==> src/hw/cbcms_pkg.sv <==
// package: mode encodings, wait counts and carrier types for the clock bridge
package cbcms_pkg;

	typedef enum logic [1:0] {
		CBCMS_MODE_SYNC  = 2'h0,
		CBCMS_MODE_ASYNC = 2'h1,
		CBCMS_MODE_FAST  = 2'h2
	} cbcms_mode_t;

	localparam logic [1:0] CLOCK_MODE_RESET = 2'h2;
	localparam int         ADDR_W           = 32;
	localparam int         DATA_W           = 32;
	localparam int         WAIT_W           = 3;
	localparam logic [2:0] SYNC_WAIT_MIN    = 3'h1;
	localparam logic [2:0] ASYNC_WAIT_MIN   = 3'h2;
	localparam logic [2:0] FAST_WAIT_MIN    = 3'h0;
	localparam logic [2:0] WAIT_ZERO        = 3'h0;
	localparam logic [1:0] SYNC_STAGES      = 2'h2;

	typedef struct packed {
		logic              write;
		logic [ADDR_W-1:0] addr;
		logic [DATA_W-1:0] wdata;
	} cbcms_req_t;

	typedef struct packed {
		logic [DATA_W-1:0] rdata;
		logic              error;
	} cbcms_rsp_t;

endpackage : cbcms_pkg

==> src/hw/cbcms_bridge.sv <==
// module: core-to-bus access bridge with mode-dependent resync wait states
`timescale 1ns/1ns
`default_nettype none
// Function
// sync mode: core clock integer multiple, not slower
// async mode: core clock not slower than bus
// sync mode: domains phase aligned, edges reusable
// sync mode: at least one wait state; the code inserts none when clockRatioOne is set
// async mode: at least two wait states
// async mode: resynchronise on every access
// sync mode: delay only when frequencies differ
// shared clock: no wait states inserted
// peripheral clocks come from bus clock
// mode chosen by clock mode select value
// waits are whole bus clocks via ready
// async requests pass two-flop synchroniser
module cbcms_bridge (
	input  wire logic                 clk,
	input  wire logic                 resetn,
	input  wire logic [1:0]           clockModeSelect,
	input  wire logic                 clockRatioOne,
	input  wire logic                 coreReqValid,
	input  wire cbcms_pkg::cbcms_req_t coreReq,
	output logic                      coreRspValid,
	output cbcms_pkg::cbcms_rsp_t      coreRsp,
	output logic                      busValid,
	output cbcms_pkg::cbcms_req_t      busReq,
	input  wire logic                 busReady,
	input  wire logic [31:0]          busRdata,
	input  wire logic                 busError,
	output logic                      periphClkEn,
	output logic                      coreWait
);
	import cbcms_pkg::*;

	// ******************************
	// state
	// ******************************
	typedef enum logic [1:0] {IDLE, SYNCING, WAITING, BUSY} cbcms_state_t;

	cbcms_state_t      state_reg;
	cbcms_state_t      state_next;
	cbcms_mode_t       mode_reg;
	cbcms_mode_t       mode_next;
	cbcms_req_t        req_reg;
	cbcms_req_t        req_next;
	cbcms_rsp_t        rsp_reg;
	cbcms_rsp_t        rsp_next;
	logic [WAIT_W-1:0] wait_reg;
	logic [WAIT_W-1:0] wait_next;
	logic              rspV_reg;
	logic              rspV_next;
	logic              syncStage_reg  [SYNC_STAGES];
	logic              syncStage_next [SYNC_STAGES];
	logic              syncLaunch;
	logic              syncDone;
	logic              busDone;
	logic [WAIT_W-1:0] waitMin;

	// ******************************
	// access qualifiers
	// ******************************
	// the chain is only fed while an access waits for it
	assign syncLaunch = (state_reg == SYNCING);
	assign syncDone   = syncStage_reg[SYNC_STAGES-1];
	assign busDone    = (state_reg == BUSY) && busReady;

	// ******************************
	// wait count per mode
	// ******************************
	always_comb begin
		case (mode_reg)
			CBCMS_MODE_SYNC: begin
				// equal frequencies keep edges aligned: no wait
				if (clockRatioOne) begin
					waitMin = WAIT_ZERO;
				end else begin
					waitMin = SYNC_WAIT_MIN;
				end
			end
			CBCMS_MODE_ASYNC: begin
				waitMin = ASYNC_WAIT_MIN;
			end
			CBCMS_MODE_FAST: begin
				waitMin = FAST_WAIT_MIN;
			end
			default: begin
				waitMin = FAST_WAIT_MIN;
			end
		endcase
	end

	// ******************************
	// mode select
	// ******************************
	always_comb begin
		mode_next = mode_reg;
		// mode only changes between accesses
		if (state_reg == IDLE) begin
			// code 3 is ignored and keeps the mode in force
			if (clockModeSelect <= CBCMS_MODE_FAST) begin
				mode_next = cbcms_mode_t'(clockModeSelect);
			end
		end
	end

	always_ff @(posedge clk) begin
		if (!resetn) begin
			mode_reg <= cbcms_mode_t'(CLOCK_MODE_RESET);
		end else begin
			mode_reg <= mode_next;
		end
	end

	// ******************************
	// access sequencing
	// ******************************
	always_comb begin
		state_next = state_reg;
		req_next   = req_reg;
		wait_next  = wait_reg;
		case (state_reg)
			IDLE: begin
				if (coreReqValid) begin
					req_next  = coreReq;
					wait_next = waitMin;
					if (mode_reg == CBCMS_MODE_ASYNC) begin
						state_next = SYNCING;
					end else if (waitMin == WAIT_ZERO) begin
						state_next = BUSY;
					end else begin
						state_next = WAITING;
					end
				end
			end
			SYNCING: begin
				// fresh resync for each access
				if (syncDone) begin
					wait_next  = WAIT_ZERO;
					state_next = BUSY;
				end
			end
			WAITING: begin
				wait_next = wait_reg - 3'h1;
				if (wait_reg == 3'h1) begin
					state_next = BUSY;
				end
			end
			BUSY: begin
				// request stands until the bus answers ready
				if (busDone) begin
					state_next = IDLE;
				end
			end
			default: begin
				state_next = IDLE;
			end
		endcase
	end

	always_ff @(posedge clk) begin
		if (!resetn) begin
			state_reg <= IDLE;
			req_reg   <= '0;
			wait_reg  <= WAIT_ZERO;
		end else begin
			state_reg <= state_next;
			req_reg   <= req_next;
			wait_reg  <= wait_next;
		end
	end

	// ******************************
	// response
	// ******************************
	always_comb begin
		rsp_next  = rsp_reg;
		rspV_next = 1'h0;
		if (busDone) begin
			// answer taken on the ready edge, held until the next one
			rsp_next.rdata = busRdata;
			rsp_next.error = busError;
			rspV_next      = 1'h1;
		end
	end

	always_ff @(posedge clk) begin
		if (!resetn) begin
			rsp_reg  <= '0;
			rspV_reg <= 1'h0;
		end else begin
			rsp_reg  <= rsp_next;
			rspV_reg <= rspV_next;
		end
	end

	// ******************************
	// resync chain
	// ******************************
	genvar stage;
	generate
		for (stage = 0; stage < SYNC_STAGES; stage++) begin : g_sync
			if (stage == 0) begin : g_first
				always_comb begin
					syncStage_next[stage] = syncLaunch;
				end
			end else begin : g_rest
				// later stages only see the one before
				always_comb begin
					syncStage_next[stage] = syncStage_reg[stage-1];
				end
			end

			always_ff @(posedge clk) begin
				if (!resetn) begin
					syncStage_reg[stage] <= 1'h0;
				end else begin
					syncStage_reg[stage] <= syncStage_next[stage];
				end
			end
		end
	endgenerate

	// ******************************
	// outputs
	// ******************************
	assign busValid     = (state_reg == BUSY);
	assign busReq       = req_reg;
	assign coreRsp      = rsp_reg;
	assign coreRspValid = rspV_reg;
	assign coreWait     = (state_reg != IDLE);
	assign periphClkEn  = 1'h1;

endmodule : cbcms_bridge
`default_nettype wire

==> config.mk <==
export PLATFORM = sky130hd
export DESIGN_NAME = cbcms_bridge
export DESIGN_NICKNAME = d
export VERILOG_FILES = /design/src/hw/cbcms_pkg.sv /design/src/hw/cbcms_bridge.sv
export SDC_FILE = /design/constraint.sdc
export NUM_CORES = 1
export LEC_CHECK = 0
export BUFFER_PORTS_ARGS = -buffer_cell sky130_fd_sc_hd__buf_2
export CORE_MARGIN = 1
export CORE_UTILIZATION = 35
export CTS_CLUSTER_DIAMETER = 120
export DETAILED_ROUTE_END_ITERATION = 10
export GPL_TIMING_DRIVEN = 0
export PLACE_DENSITY = 0.67
export SLEW_MARGIN = 15
export SYNTH_ARGS = -nofsm -noshare
export SYNTH_HDL_FRONTEND = slang
export SYNTH_SLANG_ARGS = --single-unit
==> constraint.sdc <==
create_clock -name clk -period 1.4 [get_ports clk]
set_input_delay 0.42 -clock clk [delete_from_list [all_inputs] [get_ports clk]]
set_output_delay 0.42 -clock clk [all_outputs]
set_load 0.01 [all_outputs]
== Yosys cells after proc, flatten, opt, wreduce, memory -nomap -nowiden ==
Memories as Yosys holds them, arrays and structs flattened.
Index checks and enable logic that the tools add are counted.
Operators by class
  $add $sub $neg: 1
  magnitude comparators: 1
  equality and inequality tests: 9
  muxes and demuxes: 17
  bitwise logic cells: 2
  reduce and logical (&&, ||, !) cells: 10
Operators with widths (number)
  $mux W2: 5
  $pmux W3 S3: 1
  $pmux W2 S4: 1
  $mux W1: 7
  $mux W3: 2
  $pmux W3 S2: 1
  $eq A2 B1 Y1 const B: 2
  $eq A2 B2 Y1 const B: 2
  $logic_not A2 Y1: 2
  $ne A2 B1 Y1 const B: 2
  $ne A2 B2 Y1 const B: 2
  $reduce_and A2 Y1: 2
  $reduce_and A4 Y1: 1
  $eq A3 B1 Y1 const B: 1
  $logic_not A3 Y1: 1
  $reduce_and A3 Y1: 1
  $reduce_bool A3 Y1: 1
  $sub A3 B1 Y3 const B: 1
  $le A2 B2 Y1 const B: 1
  $or A1 B1 Y1: 2
  $reduce_bool A2 Y1: 1
  $logic_and A1 B1 Y1: 1
Word-level totals
  bits in registers: 106
  RAM bits: 2
  bits of input ports: 105
  output and inout port bits: 102
  word-level logic and storage cells: 50
  memories: 1
Memory list
  syncStage_reg: depth 2, bits a word 1, rd ports 2, clocked after Yosys merged registers in 0, wr ports 2, line cbcms_bridge.sv:53  | logic syncStage_reg [SYNC_STAGES];

== Logic depth before layout (Yosys ltp) ==
  depth after elaboration: 7
  depth in mapped cells: 7
  depth with buffers taken out: 5

== Worst setup path before layout ==
No wires, ideal clock.
  kind: reg-to-reg
  from: register state_reg[0]
  to: register wait_reg[2]
  library setup time: 0.070 ns
  arrival time: 1.435 ns
  data required time: 1.330 ns
  path slack: -0.105 ns
  stages on the path, launching flop included: 6
  buffers on the path: 0
  clock period less this slack: 1.505 ns
  cells stage by stage: dfxtp_1 -> inv_1 -> ha_1 -> nor2b_4 -> or4_1 -> a21oi_1
Between the ends
  cells in the longest elaborated chain, start to end: 3
  elaborated cells on any way between the ends: 8
  those cells by class: eq/ne: 4; mux: 1; reduce/logical: 3
RTL lines
  start, declared: line cbcms_bridge.sv:41  | cbcms_state_t state_reg;
  start signal, assigned: line cbcms_bridge.sv:167  | state_reg <= state_next;
  $eq A2 B1 Y1, or another cell as far along: line cbcms_bridge.sv:122  | case (state_reg)
  $ne A2 B1 Y1 (no line), or another cell as far along
  $reduce_and A3 Y1 (no line)
  end signal, assigned: line cbcms_bridge.sv:169  | wait_reg <= wait_next;
  end, declared: line cbcms_bridge.sv:49  | logic [WAIT_W-1:0] wait_reg;
Parallel ways exist; a longest one is shown, timed or not.
A chain may end at the register's enable or synchronous reset.

== Worst setup path after layout ==
  from: register state_reg[0]
  to: output coreWait
Between the ends
  cells in the longest elaborated chain, start to end: 1
RTL lines
  $reduce_bool A2 Y1: line cbcms_bridge.sv:231  | assign coreWait = (state_reg != IDLE);
  end, declared: line cbcms_bridge.sv:32  | output logic coreWait
No other way between the ends.

==> summary.md <==
| Metric | Value |
|---|---|
| Run status | finished, violations left |
| Failing checks | setup timing |
| Psw | 3460 uW |
| Syn avg cell area | 8.06 sq um |
| Syn. warnings | 0 |
| Drt pass-1 iters | 4 |
| Remaining DRCs | 0 |
| Via density per instance | slightly below 5 |
| Worst skew pair latency | 370 ps |
| Synth Flop Type | dfxtp_1 |
| Total die area | 0.0117 sq mm |
| Synth Register Bits | 108 |
| Fillcell total | between 900 and 1000 |
| Post-synthesis sequential area ratio | between 50% and 60% |
| Worst-path fanout max | 4 |
| Number of global-route vias before repair | 3907 |
| Ports | between 200 and 250 |
| R2R cell count | 6 |
| Setup ws final | -132 ps |
| CTS sink count | 108 |
| Slowest stage cell, crit path | dfxtp_4 |
| Crit path cell chain | inv_4, ha_4, inv_4, buf_6 |
| Root Buffer | clkbuf_8 |
| Clock-pin slew on the worst setup and hold paths | 100 ps |
| Share of cells above drive strength 1 | a little under three fifths |
| IO buf count | 205 |
| Final hold violations | 0 |
| Number of diodes | 0 |
| RR Startpoint | state_reg[1] |
| Cell Count Post-Placement | 834 |
| RD Place Congestion | 0.787 |
| Area grow syn2layout | 66.6% |
| Crit path DAT | 1110 ps |
| Detailed Place HPWL | 8.35 mm |
| Post-Syn Instances | 489 |
| Cts bufs inserted | 9 |
| Worst rel slew slack | about 52% |
| Final setup violation count | 64 |
| Multi-input logic area | 0.00229 sq mm |
| Clock Path Buffers | 2 |
| Initial antenna violation count | 0 |
| Critical Path End Type | output pin |
| Reg2reg setup slack | -120 ps |
| Grt ovf | 0 |
| Internal power | 6560 uW |
| CP startpoint kind | flip-flop |
| Switch share | 34.5% |
| Via count | 4194 |
| Antenna Nets Post-Route | 0 |
| Worst vdd ir | 0.782 mV |
| Slew Limit Fails | 0 |
| Largest net degree at the start of global routing | 17 |
| Number of synthesized flops with an enable pin | 0 |
| Worst min path class | in -> reg |
| Fin crit share | 109% |
| Sequential fraction of design power | 37.3% |
| Hold Buf Count CTS | 0 |
| Max Clk Rate | 653 MHz |
| Final min period | 1530 ps |
| Largest cells by area after synthesis | dfxtp_1 (55%), nand2_1 (19%), a21oi_1 (13%) |
| Clk network pwr share | 19.3% |
| Hold depth | 3 |
| Cell mode on critical path | inv_4 |
| Worst Tran Pin Value | 719 ps |
| Yosys top cell area share | between 50% and 60% |
| Starting Density | approximately 36% |
| Register area | between 0.002 and 0.0025 sq mm |
| Required @ worst endpoint | around 1000 ps |
| Reg-to-reg endpoint | state_reg[0] |
| Hold path endpoint | busReq[41] |
| Worst hold slack | 276 ps |
| CTS H-tree lvls | 3 |
| Asr flop ratio synth | 0% |
| Post-synthesis cell type count | 33 |
| CP Buf/Inv Count | 3 |
| Drt wl/cell | 14.7 microns |
| Worst Hold Launch | coreReq[41] |
| Synth Cell Area | 0.00394 sq mm |
| Core Footprint | 0.0109 sq mm |
| CP top delay family | flip-flops |
| Max-Cap Viols | 0 |
| Worst clock skew | 10.9 ps |
| Row count | 38 |
| Die Y | around 110 microns |
| Slowest cell delay on critical path | 370 ps |
| GR Util All Layers | approximately a fifth |
| CP Class | reg -> out |
| Non-filler cells, final | 872 |
| Die Span X | roughly 110 microns |
| DRT iter0 DRCs | about 190 |
| Combinational share of power | 43.3% |
| Max reg flops | 65 |
| RSZ-0062 raised after global routing | yes |
| First-pass GRT wire length | 17.8 mm |
| Final net count | between 800 and 900 |
| Pwr Density | approximately 1500 mW/mm^2 |
| Area leader, netlist | dfxtp_1 |
| Mapped Nets | 601 |
| Final wirelength | 12.8 mm |
| Pleak | 0.00310 uW |
| CTS tree | built |
[layout by cell type, fill, tap and decap left out, types with 2 or more instances in the layout]
cell type,count
inv_4,3
and2_1,2
dfxtp_1,106
a211oi_2,2
clkbuf_2,6
buf_6,7
o31a_2,2
buf_4,11
o21ai_0,2
nand2_2,13
ha_4,3
a21oi_2,60
nand2_1,139
clkbuf_1,4
buf_8,5
nand2_4,48
ha_1,3
nor2_1,2
clkbuf_16,8
clkbuf_8,11
nor2b_4,2
inv_1,5
a21oi_1,39
buf_2,206
a31oi_1,2
clkbuf_4,3
mux2i_1,2
buf_1,4
clkinv_2,2
buf_12,6
dfxtp_4,2
[synthesized netlist by cell type, drive strengths merged, types with 2 or more instances]
cell type / instances
and2: 4
a21oi: 99
nor3: 2
inv: 8
nor2: 2
nand2: 200
buf: 24
ha: 7
nor2b: 3
a31oi: 2
dfxtp: 108
a211oi: 2
clkbuf: 9
mux2i: 2
o31a: 2
o21ai: 2
[how the worst max path moves through the flow]
stage,from,endpoint,cells after the start
after CTS,state_reg[1],coreWait,4
final,state_reg[0],coreWait,4
after global routing,state_reg[0],coreWait,4
after detailed placement,resetn,busReq[47],5
after global placement,resetn,busReq[31],5
after floorplan,state_reg[0],wait_reg[2],5
[per-layer routing]
metal,GRT usage (%),wire length (microns),vias to the layer above,part of all wire [%]
li1,-,-,2061,-
met1,21.8,5180,1944,40
met2,33.5,6410,164,50
met3,6.15,871,25,6.8
met4,7.73,359,0,2.8
met5,0,0,-,0
[power by group through the flow]
stage | registers, uW | logic (uW) | clock network [uW]
after floorplan | 3930 | 1370 | 0
after global placement | 3770 | 2340 | 0
after detailed placement | 3780 | 2410 | 0
after CTS | 3730 | 2860 | 2000
after global routing | 3790 | 4660 | 2120
final | 3740 | 4340 | 1940
[area by class of cell]
class | instances | share of cell area, %
clock buffer | 12 | 2.36
timing repair buffer | 228 | 21.0
tap | 140 | 2.67
buffer | 32 | 4.76
inverter | 8 | 0.571
sequential | 108 | 33.0
clock inverter | 4 | 0.724
multi-input combinational | 340 | 34.9
[cell families after synthesis]
| family | synth area share [%] |
|---|---|
| DFF | 54.8 |
| buffers and inverters | 4.92 |
| AOI/OAI and AO/OA | 15.5 |
| other | 0.0951 |
| and+or+nand+nor | 22.0 |
| adders and majority gates | 2.22 |
| muxes | 0.508 |
[worst reg2reg max path, stage by stage (launching register included)]
cell and delay (ps):
dfxtp_4 380, inv_4 40, buf_4 130, ha_4 150
nor2b_4 140, a2111o_1 410, mux2i_1 200
[through the flow]
step	setup slack [ps]	cell area, sq um	util, %	setup TNS, ps	power [uW]
finish	-132	6570	60.3	-2770	10000
global route	-190	6570	60.3	-6590	10600
CTS	-147	5560	51.0	-578	8590
detailed placement	-377	5160	47.4	-20410	6190
global placement	-349	5160	47.4	-19650	6110
floorplan	8.30	3960	-	0	5300
[timing repair]
action,in CTS,in global routing
endpoints found under the hold margin,0,0
gates cloned,1,9
setup endpoints to repair,92,100
resized for setup,45,204
pin swaps,6,83
setup buffers,5,8
Power figures use the tool's default switching activity.
